### src/hdl/lpm_pkg.sv
package lpm_pkg;

  // ahb register byte offsets
  localparam logic [7:0] LPM_CTRL_OFF = 8'h00;
  localparam logic [7:0] LPM_STATUS_OFF = 8'h04;
  localparam logic [7:0] LPM_INT_STAT_OFF = 8'h08;
  localparam logic [7:0] LPM_INT_MASK_OFF = 8'h0c;
  localparam logic [7:0] LPM_WIN_LO_OFF = 8'h10;
  localparam logic [7:0] LPM_WIN_HI_OFF = 8'h14;
  localparam logic [7:0] LPM_ADC_LAST_OFF = 8'h18;
  localparam logic [7:0] LPM_SER_DATA_OFF = 8'h1c;

  // control register fields
  localparam int LPM_CTRL_HOCO_BIT = 0;
  localparam int LPM_CTRL_SNZ_BIT = 1;
  localparam logic LPM_CTRL_HOCO_RST = 1'b1;
  localparam logic LPM_CTRL_SNZ_RST = 1'b0;

  // status register fields
  localparam int LPM_STATUS_MODE_LSB = 0;
  localparam int LPM_STATUS_HOCO_BIT = 4;
  localparam int LPM_STATUS_XO_BIT = 5;
  localparam int LPM_STATUS_CPU_BIT = 6;

  // serial capture register: channel flag above the data byte
  localparam int LPM_SER_CHAN_BIT = 8;

  // event bits of int_stat and int_mask
  localparam int LPM_EV_N = 4;
  localparam int LPM_EV_STOP = 0;
  localparam int LPM_EV_WAKE = 1;
  localparam int LPM_EV_WIN = 2;
  localparam int LPM_EV_SER = 3;
  localparam logic [LPM_EV_N-1:0] LPM_INT_STAT_RST = 4'h0;
  localparam logic [LPM_EV_N-1:0] LPM_INT_MASK_RST = 4'h0;

  // conversion result window
  localparam int LPM_ADC_W = 8;
  localparam logic [7:0] LPM_WIN_LO_RST = 8'hc8;
  localparam logic [7:0] LPM_WIN_HI_RST = 8'hff;

  typedef enum logic [2:0] {
    LPM_NORMAL = 3'b000,
    LPM_HALT = 3'b001,
    LPM_STOP = 3'b010,
    LPM_SNZ_ADC = 3'b011,
    LPM_SNZ_SER = 3'b100
  } lpm_state_t;

endpackage : lpm_pkg

### src/hdl/lpm_ctrl.sv
`timescale 1ns/10ps
// Functional notes
// - stop instruction from the cpu halts the on-chip oscillator and enters low power
// - with snooze off, interval timer interrupt wakes from low power and starts a conversion
// - normal mode keeps all clocks and all peripherals running
// - halt keeps every running clock running and stops only cpu execution
// - an irq_req interrupt request leaves halt at once, no oscillator restart delay
// - snooze: serial reception leaves stop, data captured with the cpu held
// - snooze: rtc, interval or timer channel trigger runs a conversion without cpu
// - snooze may be enabled only while the on-chip oscillator clocks cpu and peripherals
// - conversion result outside win_lo..win_hi (0xc8..0xff at reset) ends snooze and wakes the cpu
// - stop turns off both the system oscillator and the on-chip oscillator
module lpm_ctrl
  import lpm_pkg::*;
#(
  parameter int ADC_W = LPM_ADC_W
) (
  input wire logic hclk,
  input wire logic hresetn,
  input wire logic hsel,
  input wire logic [31:0] haddr,
  input wire logic [1:0] htrans,
  input wire logic hwrite,
  input wire logic [2:0] hsize,
  input wire logic [31:0] hwdata,
  input wire logic hready,
  output logic [31:0] hrdata,
  output logic hreadyout,
  output logic hresp,
  input wire logic cpu_stop_exec,
  input wire logic cpu_halt_exec,
  input wire logic irq_req,
  input wire logic interval_timer_interrupt,
  input wire logic rtc_interrupt,
  input wire logic timer_channel_interrupt,
  input wire logic clocked_serial_channel_rx_valid,
  input wire logic [7:0] clocked_serial_channel_rx_data,
  input wire logic async_serial_channel_rx_valid,
  input wire logic [7:0] async_serial_channel_rx_data,
  input wire logic adc_done,
  input wire logic [ADC_W-1:0] adc_result,
  output logic hoco_en,
  output logic xo_en,
  output logic periph_clk_en,
  output logic cpu_run,
  output logic adc_start,
  output logic serial_capture,
  output logic [2:0] lpm_mode,
  output logic irq
);

  lpm_state_t state;
  lpm_state_t next_state;
  logic clk_src_hoco;
  logic snooze_en;
  logic [LPM_EV_N-1:0] int_stat;
  logic [LPM_EV_N-1:0] int_mask;
  logic [LPM_EV_N-1:0] next_int_stat;
  logic [LPM_EV_N-1:0] next_int_mask;
  logic [LPM_EV_N-1:0] ev;
  logic [ADC_W-1:0] win_lo;
  logic [ADC_W-1:0] win_hi;
  logic [ADC_W-1:0] adc_last;
  logic [8:0] ser_data;
  logic acc;
  logic wr_pend;
  logic [7:0] wr_addr;
  logic [31:0] next_rdata;
  logic out_win;
  logic ser_rx;
  logic conv_trig;
  logic next_adc_start;

  // ---------------- ahb-lite slave, zero wait states ----------------
  assign acc = hsel && htrans[1] && hready;

  always_ff @(posedge hclk or negedge hresetn) begin
    if (!hresetn) begin
      wr_pend <= 1'b0;
      wr_addr <= 8'h00;
    end else begin
      wr_pend <= acc && hwrite;
      if (acc) begin
        wr_addr <= haddr[7:0];
      end
    end
  end

  always_comb begin
    next_rdata = 32'h0000_0000;
    unique case (haddr[7:0])
      LPM_CTRL_OFF: begin
        next_rdata[LPM_CTRL_HOCO_BIT] = clk_src_hoco;
        next_rdata[LPM_CTRL_SNZ_BIT] = snooze_en;
      end
      LPM_STATUS_OFF: begin
        next_rdata[LPM_STATUS_MODE_LSB +: 3] = state;
        next_rdata[LPM_STATUS_HOCO_BIT] = hoco_en;
        next_rdata[LPM_STATUS_XO_BIT] = xo_en;
        next_rdata[LPM_STATUS_CPU_BIT] = cpu_run;
      end
      LPM_INT_STAT_OFF: next_rdata[LPM_EV_N-1:0] = int_stat;
      LPM_INT_MASK_OFF: next_rdata[LPM_EV_N-1:0] = int_mask;
      LPM_WIN_LO_OFF: next_rdata[ADC_W-1:0] = win_lo;
      LPM_WIN_HI_OFF: next_rdata[ADC_W-1:0] = win_hi;
      LPM_ADC_LAST_OFF: next_rdata[ADC_W-1:0] = adc_last;
      LPM_SER_DATA_OFF: next_rdata[8:0] = ser_data;
      default: next_rdata = 32'h0000_0000;
    endcase
  end

  always_ff @(posedge hclk or negedge hresetn) begin
    if (!hresetn) begin
      hrdata <= 32'h0000_0000;
      hreadyout <= 1'b1;
      hresp <= 1'b0;
    end else begin
      hreadyout <= 1'b1;
      hresp <= 1'b0;
      hrdata <= (acc && !hwrite) ? next_rdata : 32'h0000_0000;
    end
  end

  // ---------------- software controls ----------------
  always_ff @(posedge hclk or negedge hresetn) begin
    if (!hresetn) begin
      clk_src_hoco <= LPM_CTRL_HOCO_RST;
      snooze_en <= LPM_CTRL_SNZ_RST;
    end else if (wr_pend && wr_addr == LPM_CTRL_OFF) begin
      clk_src_hoco <= hwdata[LPM_CTRL_HOCO_BIT];
      // snooze is refused unless the on-chip oscillator stays the clock source
      snooze_en <= hwdata[LPM_CTRL_SNZ_BIT] && hwdata[LPM_CTRL_HOCO_BIT];
    end
  end

  always_ff @(posedge hclk or negedge hresetn) begin
    if (!hresetn) begin
      win_lo <= ADC_W'(LPM_WIN_LO_RST);
      win_hi <= ADC_W'(LPM_WIN_HI_RST);
    end else if (wr_pend && wr_addr == LPM_WIN_LO_OFF) begin
      win_lo <= hwdata[ADC_W-1:0];
    end else if (wr_pend && wr_addr == LPM_WIN_HI_OFF) begin
      win_hi <= hwdata[ADC_W-1:0];
    end
  end

  // the interrupt flop sees the mask of the same edge, so irq never lags a mask write
  always_comb begin
    next_int_mask = int_mask;
    if (wr_pend && wr_addr == LPM_INT_MASK_OFF) begin
      next_int_mask = hwdata[LPM_EV_N-1:0];
    end
  end

  always_ff @(posedge hclk or negedge hresetn) begin
    if (!hresetn) begin
      int_mask <= LPM_INT_MASK_RST;
    end else begin
      int_mask <= next_int_mask;
    end
  end

  // ---------------- mode sequencer ----------------
  lpm_win_cmp #(
    .W(ADC_W)
  ) u_win (
    .value(adc_result),
    .lower(win_lo),
    .upper(win_hi),
    .outside(out_win)
  );

  assign ser_rx = clocked_serial_channel_rx_valid || async_serial_channel_rx_valid;
  assign conv_trig = rtc_interrupt || interval_timer_interrupt || timer_channel_interrupt;

  always_comb begin
    next_state = state;
    next_adc_start = 1'b0;
    unique case (state)
      LPM_NORMAL: begin
        if (cpu_stop_exec) begin
          next_state = LPM_STOP;
        end else if (cpu_halt_exec) begin
          next_state = LPM_HALT;
        end
      end
      LPM_HALT: begin
        if (irq_req) begin
          next_state = LPM_NORMAL;
        end
      end
      LPM_STOP: begin
        if (snooze_en && ser_rx) begin
          next_state = LPM_SNZ_SER;
        end else if (snooze_en && conv_trig) begin
          next_state = LPM_SNZ_ADC;
          next_adc_start = 1'b1;
        end else if (interval_timer_interrupt) begin
          next_state = LPM_NORMAL;
          next_adc_start = 1'b1;
        end else if (irq_req) begin
          next_state = LPM_NORMAL;
        end
      end
      LPM_SNZ_SER: begin
        next_state = LPM_STOP;
      end
      LPM_SNZ_ADC: begin
        if (adc_done) begin
          next_state = out_win ? LPM_NORMAL : LPM_STOP;
        end
      end
      default: next_state = LPM_NORMAL;
    endcase
  end

  always_ff @(posedge hclk or negedge hresetn) begin
    if (!hresetn) begin
      state <= LPM_NORMAL;
    end else begin
      state <= next_state;
    end
  end

  assign lpm_mode = state;

  // clock and execution enables follow the state they lead into
  always_ff @(posedge hclk or negedge hresetn) begin
    if (!hresetn) begin
      hoco_en <= 1'b1;
      xo_en <= 1'b1;
      periph_clk_en <= 1'b1;
      cpu_run <= 1'b1;
    end else begin
      hoco_en <= next_state != LPM_STOP;
      xo_en <= next_state inside {LPM_NORMAL, LPM_HALT};
      periph_clk_en <= next_state != LPM_STOP;
      cpu_run <= next_state == LPM_NORMAL;
    end
  end

  always_ff @(posedge hclk or negedge hresetn) begin
    if (!hresetn) begin
      adc_start <= 1'b0;
      serial_capture <= 1'b0;
    end else begin
      adc_start <= next_adc_start;
      serial_capture <= state == LPM_STOP && next_state == LPM_SNZ_SER;
    end
  end

  // serial byte taken in snooze; the clocked channel wins a tie
  always_ff @(posedge hclk or negedge hresetn) begin
    if (!hresetn) begin
      ser_data <= 9'h000;
    end else if (state == LPM_STOP && next_state == LPM_SNZ_SER) begin
      if (clocked_serial_channel_rx_valid) begin
        ser_data <= {1'b0, clocked_serial_channel_rx_data};
      end else begin
        ser_data <= {1'b1, async_serial_channel_rx_data};
      end
    end
  end

  always_ff @(posedge hclk or negedge hresetn) begin
    if (!hresetn) begin
      adc_last <= '0;
    end else if (adc_done) begin
      adc_last <= adc_result;
    end
  end

  // ---------------- events and interrupt ----------------
  always_comb begin
    ev = '0;
    ev[LPM_EV_STOP] = state != LPM_STOP && next_state == LPM_STOP;
    ev[LPM_EV_WAKE] = state != LPM_NORMAL && next_state == LPM_NORMAL;
    ev[LPM_EV_WIN] = state == LPM_SNZ_ADC && adc_done && out_win;
    ev[LPM_EV_SER] = state == LPM_SNZ_SER;
  end

  // set wins over a write-one clear in the same cycle
  always_comb begin
    next_int_stat = int_stat;
    if (wr_pend && wr_addr == LPM_INT_STAT_OFF) begin
      next_int_stat = int_stat & ~hwdata[LPM_EV_N-1:0];
    end
    next_int_stat = next_int_stat | ev;
  end

  always_ff @(posedge hclk or negedge hresetn) begin
    if (!hresetn) begin
      int_stat <= LPM_INT_STAT_RST;
      irq <= 1'b0;
    end else begin
      int_stat <= next_int_stat;
      irq <= |(next_int_stat & next_int_mask);
    end
  end
endmodule : lpm_ctrl

### src/hdl/lpm_win_cmp.sv
`timescale 1ns/10ps
module lpm_win_cmp #(
  parameter int W = 8
) (
  input wire logic [W-1:0] value,
  input wire logic [W-1:0] lower,
  input wire logic [W-1:0] upper,
  output logic outside
);

  // strictly below the lower bound or strictly above the upper bound
  assign outside = (value < lower) || (value > upper);

endmodule : lpm_win_cmp

### config.mk
export PLATFORM = sky130hd
export DESIGN_NAME = lpm_ctrl
export DESIGN_NICKNAME = d
export VERILOG_FILES = /design/src/hdl/lpm_pkg.sv /design/src/hdl/lpm_ctrl.sv /design/src/hdl/lpm_win_cmp.sv
export SDC_FILE = /design/constraint.sdc
export NUM_CORES = 1
export LEC_CHECK = 0
export ABC_AREA = 0
export BUFFER_PORTS_ARGS = -buffer_cell sky130_fd_sc_hd__buf_2
export CORE_MARGIN = 1
export CORE_UTILIZATION = 40
export CTS_CLUSTER_SIZE = 20
export DETAILED_ROUTE_END_ITERATION = 8
export GPL_ROUTABILITY_DRIVEN = 0
export PLACE_DENSITY_LB_ADDON = 0.15
export SLEW_MARGIN = 20
export SYNTH_ARGS = -nofsm -noshare
export SYNTH_HDL_FRONTEND = slang
export SYNTH_HIERARCHICAL = 1
export SYNTH_SLANG_ARGS = --single-unit
### constraint.sdc
create_clock -name hclk -period 3.8 [get_ports hclk]
set_clock_uncertainty 0.15 [all_clocks]
set_input_delay 0.19 -clock hclk [delete_from_list [all_inputs] [get_ports hclk]]
set_output_delay 0.19 -clock hclk [all_outputs]
set_load 0.005 [all_outputs]
Word-level counts from Yosys, hierarchy flattened
Index checks and enable logic that the tools add are counted.

word-level totals
  register bits after elaboration = 70
  bits of input ports = 107
  output and inout port bits = 44
  logic and storage cells = 98

operators by class
  magnitude comparators = 2
  equality and inequality tests = 20
  mux-type cells = 23
  bitwise logic cells = 5
  reduce and logical (&&, ||, !) cells = 30

operators with widths
  kind                                                   number
  equality test 8 x 5 -> 1 bit, second input constant    6
  equality test 8 x 4 -> 1 bit, second input constant    4
  one-hot mux 3 bit (5 select lines)                     2
  2-to-1 mux 3 bit                                       7
  2-to-1 mux 9 bit                                       2
  logical AND 1 bit                                      17
  zero test 8 bit                                        2
  one-hot mux 2 bit (8 select lines)                     1
  equality test 3 x 2 -> 1 bit, second input constant    3
  AND 4 bit                                              2
  equality test 8 x 3 -> 1 bit, second input constant    1
  > comparator 8 bit                                     1
  less-than comparator 8 bit                             1
  2-to-1 mux 4 bit                                       2
  one-hot mux 1 bit (7 select lines)                     1
  equality test 3 x 1 -> 1 bit, second input constant    2
  equality test 3 bit, second input constant             2
  zero test 3 bit                                        2
  inequality test 3 x 2 -> 1 bit, second input constant  2
  one-hot mux 1 bit (6 select lines)                     1
  2-to-1 mux 1 bit                                       5
  logical OR 1 bit                                       4
  inverter 4 bit                                         1
  OR 4 bit                                               1
  other kinds (8)                                        8

Logic depth before layout (Yosys ltp)
Gate-level depths: netlist of the first run.

  depth in word-level cells = 11
  depth in mapped cells = 11
  mapped depth without buffers = 11

Hierarchy
The synthesis of the first run kept the hierarchy.

modules (own cells, without submodules)
  module       times used  cells each  area each (µm²)
  lpm_ctrl     1           285         3463.3
  lpm_win_cmp  1           56          375.4

Least setup slack after synthesis of the first run
No wires, ideal clock.

  path type = register to register
  start point = reg win_hi[7]
  end point = reg irq
  setup time = 0.135 ns
  arrival = 2.134 ns
  setup slack = 1.381 ns
  cell stages (with the launch flop) = 12
  buffers on the path = 0
  cell sequence = dfstp_2 -> inv_1 -> ha_1 -> nand4_1 -> nor2_1 -> nor2_1 -> a211o_1 -> and2_1 -> o32ai_1 -> nor3b_1 -> a32oi_1 -> o221ai_2

between the ends
  word-level cells in the longest chain between the ends = 10

ends and longest elaborated chain
  what                                                             line                              RTL
  from (decl)                                                      lpm_ctrl.sv:62                    logic [ADC_W-1:0] win_hi;
  from (signal assigned)                                           lpm_ctrl.sv:139                   win_hi <= ADC_W'(LPM_WIN_HI_RST);
  from (signal assigned)                                           lpm_ctrl.sv:143                   win_hi <= hwdata[ADC_W-1:0];
  > comparator 8 bit *                                             lpm_win_cmp.sv:12                 assign outside = (value < lower) || (value > upper);
  logical OR 1 bit *                                               lpm_win_cmp.sv:12
  net out_win                                                      lpm_ctrl.sv:69                    logic out_win;
  2-to-1 mux 2 bit                                                 lpm_ctrl.sv:210                   next_state = out_win ? LPM_NORMAL : LPM_STOP;
  2-to-1 mux 3 bit                                                 lpm_ctrl.sv:209                   if (adc_done) begin
  one-hot mux 3 bit (5 select lines)                               lpm_ctrl.sv:179                   unique case (state)
  equality test 3 x 2 -> 1 bit or zero test 3 bit (tied branches)  lpm_ctrl.sv:276, lpm_ctrl.sv:277
  logical AND 1 bit, on equally long branches                      lpm_ctrl.sv:276, lpm_ctrl.sv:277
  OR 4 bit *                                                       lpm_ctrl.sv:288                   next_int_stat = next_int_stat | ev;
  AND 4 bit *                                                      lpm_ctrl.sv:297                   irq <= |(next_int_stat & next_int_mask);
  OR reduction 4 bit *                                             lpm_ctrl.sv:297
  to (signal assigned)                                             lpm_ctrl.sv:297
  to (decl)                                                        lpm_ctrl.sv:49                    output logic irq

Mark *: on every way through the listed nets, which the timed path passes. The rest lies on a longest branch.
A chain may end at the register's enable or synchronous reset.

Final worst setup path of the first run
  start point = reg win_lo[7]
  end point = reg irq

between the ends
  word-level cells in the longest chain between the ends = 10

ends and longest elaborated chain
  what                                                             line                              RTL
  from (decl)                                                      lpm_ctrl.sv:61                    logic [ADC_W-1:0] win_lo;
  from (signal assigned)                                           lpm_ctrl.sv:138                   win_lo <= ADC_W'(LPM_WIN_LO_RST);
  from (signal assigned)                                           lpm_ctrl.sv:141                   win_lo <= hwdata[ADC_W-1:0];
  less-than comparator 8 bit *                                     lpm_win_cmp.sv:12
  logical OR 1 bit *                                               lpm_win_cmp.sv:12
  net out_win                                                      lpm_ctrl.sv:69
  2-to-1 mux 2 bit                                                 lpm_ctrl.sv:210
  2-to-1 mux 3 bit                                                 lpm_ctrl.sv:209
  one-hot mux 3 bit (5 select lines)                               lpm_ctrl.sv:179
  equality test 3 x 2 -> 1 bit or zero test 3 bit (tied branches)  lpm_ctrl.sv:276, lpm_ctrl.sv:277
  logical AND 1 bit, on equally long branches                      lpm_ctrl.sv:276, lpm_ctrl.sv:277
  OR 4 bit *                                                       lpm_ctrl.sv:288
  AND 4 bit *                                                      lpm_ctrl.sv:297
  OR reduction 4 bit *                                             lpm_ctrl.sv:297

Marked as above.

==> results of run 1 <==
## metal layers
layer | global-route usage | up-vias | share of wire | wire length, um
li1 | - | 1350 | - | -
met1 | 0.2618 | 1315 | 0.49 | 4190
met2 | 0.2854 | 90 | 0.45 | 3851
met3 | 0.02716 | 12 | 0.041 | 345
met4 | 0.06787 | 0 | 0.015 | 127
met5 | 0 | - | 0 | 0
## power breakdown
group	internal [W]	switching, W	total (W)
Sequential	0.000884	0.000119	0.00100
Clock	0.000386	0.000271	0.000657
Combinational	0.000238	0.000247	0.000485
Total	0.00151	0.000637	0.00214
## worst max-delay path: stages (launching register included)
cell	delay [ps]
dfstp_2	540
inv_1	40
ha_1	280
a21oi_1	160
o21ai_0	110
a21oi_1	120
a211o_1	170
and2_1	140
o32ai_1	80
nor3b_1	450
a32oi_1	220
o221ai_2	190
## cell families (layout without fill, tap and decap cells)
group	count (synthesis)	after routing	synth area share
other	2	25	0.001956
adders and majority gates	15	15	0.04889
buffers and inverters	63	143	0.08963
muxes	60	60	0.1894
and+or+nand+nor	84	84	0.1245
DFF	70	70	0.4612
AOI/OAI and AO/OA	47	47	0.08442
## flip-flops by register name, summed over array words and instances, names as in the netlist, 3 cells and up
signal	flops
win_lo	8
int_mask	4
adc_last	8
wr_addr	8
lpm_mode	3
int_stat	4
hrdata	9
win_hi	8
ser_data	9
## final cells by class
cell class | instances | share of cell area
Multi-Input combinational cell | 231 | 0.3853
Sequential cell | 70 | 0.3767
Timing Repair Buffer | 102 | 0.1379
Tap cell | 129 | 0.03435
Clock buffer | 12 | 0.03088
Inverter | 25 | 0.01997
Clock inverter | 4 | 0.01491
## per-stage QoR
stage	hold slack, ps	cells	total power, W	worst slack [ps]
floorplan	-255.6	364	0.001304	1381
global placement	1.388	531	0.001474	1117
detailed placement	3.552	531	0.001483	1073
CTS	1.101	573	0.002160	1058
global route	7.103	573	0.002269	865.3
finish	6.123	573	0.002145	1059
## final timing paths
check	from	cells after the start	slack, ps	endpoint
worst min-delay path	clocked_serial_channel_rx_data[2]	3	6	ser_data[2]$_DFFE_PN0P_
max in group asynchronous	hresetn	3	2350	ser_data[8]$_DFFE_PN0P_
worst min register to register	wr_addr[5]$_DFFE_PN0P_	1	360	wr_addr[5]$_DFFE_PN0P_
worst max register to register	win_lo[7]$_DFFE_PN1P_	11	1060	irq$_DFF_PN0_
min in group asynchronous	hresetn	2	160	wr_addr[6]$_DFFE_PN0P_
worst max-delay path	win_lo[7]$_DFFE_PN1P_	11	1060	irq$_DFF_PN0_
## synth_stat cells (all sizes together) (6+ instances only)
cell	instances
a21oi	17
a22oi	6
buf	35
dfrtp	55
dfstp	15
ha	15
inv	25
mux2	38
mux2i	16
mux4	6
nand2	13
nand3	6
nor2	29
nor3b	6
o21ai	7
==> impl_metrics.csv, run 1 <==
group,metric,value,unit
flow_run,drv_cap,0,
final_layout,syn_to_final_growth,22.43,%
yosys,synth_flop_cell,"dfrtp_1",
clock_tree,cts_sinks,70,
timing,rsz0062_at_grt,"false",
outcome,status,"complete, no violations",
yosys,synth_warnings,6,
final_layout,layout_commonest_cell,"buf_2",
critical_path,critPathArrivalTime,2850,ps
clock_tree,cts.path.max_buffers,2,
floorplan,ios,151,
clock_tree,clkTransAtPathRegs,70,ps
global_routing,grt_pass1_wl,13880,um
critical_path,crit_path_start_kind,"flop",
routing,wl,8514,um
clock_tree,hold_buffers,26,
routing,viasPerCell,4.829,
global_routing,grt_antenna_before_repair,0,
timing,fin_crit,2741,ps
yosys,synth_area_leaders,"dfrtp_1, mux2_2, dfstp_2",
clock_tree,cts_tree,"done",
critical_path,end_kind,"flop",
power_and_ir_drop,ir_drop,0.2386,mV
timing,maxSlewHeadroom,0.5723,
critical_path,cp.required,3900,ps
final_layout,fillCellCount,888,
clock_tree,root_buffer,"clkbuf_8",
yosys,yosysTopAreaCellShare,0.3585,
floorplan,placementRows,35,
floorplan,chipHeight,99.96,um
critical_path,path_max_fanout,3,
final_layout,finalInstanceArea,4700,um^2
final_layout,finish.net_count,561,
yosys,synth_edf_count,0,
routing,final_antenna_net_count,0,
global_routing,grt_max_degree,53,
floorplan,placeableCoreArea,9284,um^2
timing,slew_violations,0,
timing,fin_crit_sh,0.7214,
yosys,synth_area_leader_cell,"dfrtp_1",
clock_tree,postCtsResizedCells,0,
timing,fmax,0.3648,GHz
routing,wl_per_cell,14.86,um
floorplan,die-area,9992,um^2
routing,first_pass_iters,4,
placement,portBuffers,73,
floorplan,die_x,99.96,um
global_routing,globalRoute.totalOverflow,0,
hold_path,hold_class,"input pin to flop",
final_layout,antenna_cells,0,
placement,dp_hpwl,6214,um
clock_tree,cts-buffers-inserted,9,
final_layout,multiInputGateArea,1810,um^2
final_layout,fin_util,0.5062,
placement,post_dp_cell_area,4224,um^2
global_routing,first_global_vias,2691,
routing,drt_iter0_drc,94,
power_and_ir_drop,p_per_area,456.4,nW/um^2
critical_path,worstSetupPathType,"flop to flop",
yosys,syn_area_per_cell,11.26,um^2
yosys,synthArstFlopShare,1.000,
clock_tree,clk_latency,340,ps
routing,vias,2767,
final_layout,ff_latch_area,1770,um^2
routing,post-route-drc-count,0,
timing,finalSetupViolations,0,
yosys,ys_seq_elements,70,
power_and_ir_drop,p_leak,2.223,nW
final_layout,layout_common_cells,"buf_2, dfrtp_1, mux2_2, nor2_1, dlygate4sd3_1",
clock_tree,cts_setup_buffers,0,
clock_tree,htree_levels,3,
timing,fin_tns_setup,0,ps
global_routing,grt_usage,0.1839,
yosys,syn_area,3839,um^2
timing,timing_hold_violations_final,0,
final_layout,final_layout_size_suffix_gt1_frac,0.3536,
yosys,synthCells,341,
yosys,yosysSeqAreaShare,0.4612,
floorplan,start_util,0.4135,
yosys,synth.distinct_cells,55,
timing,tightest_slew,641.6,ps
Note: power is estimated with default switching activity, not from simulation.
==> run 2, diff against run 1 <==
- clock period: 3.8 -> 2.33 ns (I/O delays scaled with it)
==> run 2 against run 1 <==
Net effect:
- first-iteration DRC count decreased by 29%
- non-clock buffer count increased by 29
- register-to-register slack got worse by 1300 ps
- count of clock-buffer cells in the layout decreased by 1
- critical path depth unchanged
- the run now ends with setup timing left
- sequential power increased by 65%
- sequential cell count unchanged
- via count increased by 6.5%
- setup slack got worse by 1300 ps
- global-route usage increased by 1.6 points
- worst hold slack improved by 4.8 ps
==> impl_metrics.csv, run 2 (synthesis results as in run 1) <==
group,metric,value,unit
outcome,status,"complete, but fails checks",
outcome,violations,"setup timing",
routing,vias,2947,
clock_tree,root_buffer,"clkbuf_8",
clock_tree,clk_latency,350,ps
clock_tree,cts.path.max_buffers,2,
floorplan,die_x,99.96,um
final_layout,multiInputGateArea,1996,um^2
global_routing,met3_usage,0.04596,
timing,fin_ws,-200.7,ps
floorplan,ios,151,
critical_path,path_max_fanout,2,
final_layout,fin_util,0.5594,
power_and_ir_drop,p_leak,2.381,nW
routing,wl,9399,um
critical_path,critPathArrivalTime,2650,ps
global_routing,top_usage_layer,"met2",
routing,final_antenna_net_count,0,
global_routing,first_global_vias,2903,
hold_path,hold_class,"input pin to asynchronous set/reset pin",
final_layout,finish.net_count,590,
timing,fin_crit_sh,1.086,
power_and_ir_drop,p_per_area,744.2,nW/um^2
routing,viasPerCell,4.895,
timing,rsz0062_at_grt,"true",
timing,fin_crit,2531,ps
final_layout,antenna_cells,0,
final_layout,layout_commonest_cell,"buf_2",
clock_tree,cts_sinks,70,
timing,whs,10.94,ps
placement,portBuffers,73,
final_layout,final_layout_size_suffix_gt1_frac,0.4228,
critical_path,end_kind,"flop",
timing,fin_tns_setup,-363.2,ps
clock_tree,cts-buffers-inserted,9,
power_and_ir_drop,ir_drop,0.5711,mV
clock_tree,clkTransAtPathRegs,80,ps
power_and_ir_drop,power,0.003865,W
routing,drt_iter0_drc,67,
floorplan,start_util,0.4135,
global_routing,grt_pass1_wl,14880,um
clock_tree,htree_levels,3,
timing,fmax,0.3951,GHz
global_routing,grt_max_degree,62,
routing,post-route-drc-count,0,
global_routing,globalRoute.totalOverflow,0,
timing,finalSetupViolations,4,
floorplan,chipHeight,99.96,um
final_layout,syn_to_final_growth,35.30,%
timing,maxSlewHeadroom,0.6373,
flow_run,drv_cap,0,
critical_path,crit_path_start_kind,"flop",
floorplan,placeableCoreArea,9284,um^2
critical_path,worstSetupPathType,"flop to flop",
final_layout,layout_common_cells,"buf_2, dfrtp_1, dlygate4sd3_1, mux2_2, nor2_1",
global_routing,use_met2,0.3194,
critical_path,cp.required,2450,ps
final_layout,largestRegisters,"hrdata (9), ser_data (9)",
global_routing,grt_usage,0.2001,
placement,dp_hpwl,6540,um
floorplan,placementRows,35,
final_layout,ff_latch_area,1770,um^2
global_routing,grt_antenna_before_repair,0,
timing,slew_violations,0,
timing,tightest_slew,544.0,ps
final_layout,fillCellCount,835,
routing,wl_per_cell,15.61,um
routing,first_pass_iters,4,
timing,timing_hold_violations_final,0,
global_routing,gr-usage-met1,0.2627,
floorplan,die-area,9992,um^2
placement,pre_cts_slack,-246.4,ps
clock_tree,cts_tree,"done",
run 2: worst paths after layout:
kind                                         startpoint                      end  slack (ps)  depth (start not counted)
worst max register to register    win_hi[5]$_DFFE_PN1P_            irq$_DFF_PN0_        -200                         11
worst max-delay path              win_hi[5]$_DFFE_PN1P_            irq$_DFF_PN0_        -200                         11
max in group asynchronous                       hresetn    win_hi[7]$_DFFE_PN1P_        1370                          3
min in group hclk               timer_channel_interrupt      adc_start$_DFF_PN0_          30                          3
worst min register to register  adc_last[5]$_DFFE_PN0P_  adc_last[5]$_DFFE_PN0P_         360                          1
worst min-delay path                            hresetn   wr_addr[0]$_DFFE_PN0P_          10                          2
run 2: where the power goes:
group          switching, W  internal [W]  leakage [nW]
Combinational      0.000484      0.000523          1.44
Sequential         0.000206       0.00144         0.820
Clock              0.000468      0.000743         0.120
Total               0.00116       0.00271          2.38
run 2: stage by stage:
stage                     area [um^2]  instances
after floorplan                  4020        364
after global placement           4399        540
after detailed placement         4399        540
after CTS                        5142        602
after global routing             5194        602
final                            5194        602
run 2: final cells by class:
cell class                 instances  share of cell area
clock buffer                      11             0.02722
timing repair buffer             131              0.1780
multi-input combinational        231              0.3842
sequential                        70              0.3409
inverter                          25             0.01807
clock inverter                     5             0.02048
tap                              129             0.03108
run 2: critical path, stage by stage (launching register included):
cell and delay [ps]:
dfstp_2 540, inv_2 40, ha_4 260, nand4_1 130, buf_4 170, nor2_2 80
a211o_1 180, and2_4 160, o32ai_4 80, nor3b_2 280, a32oi_2 170, o221ai_2 210
run 2: layer usage:
metal,part of all wire,up-vias
met3,0.052,17
met2,0.45,106
met5,0,-
li1,-,1408
met1,0.47,1416
met4,0.023,0
run 2: timing repair:
action,in CTS,in global routing
hold buffers,43,0
pin swaps,10,11
gates resized for setup,7,10
hold endpoints to repair,109,0
endpoints found under the setup margin,5,7
buffers inserted,4,1
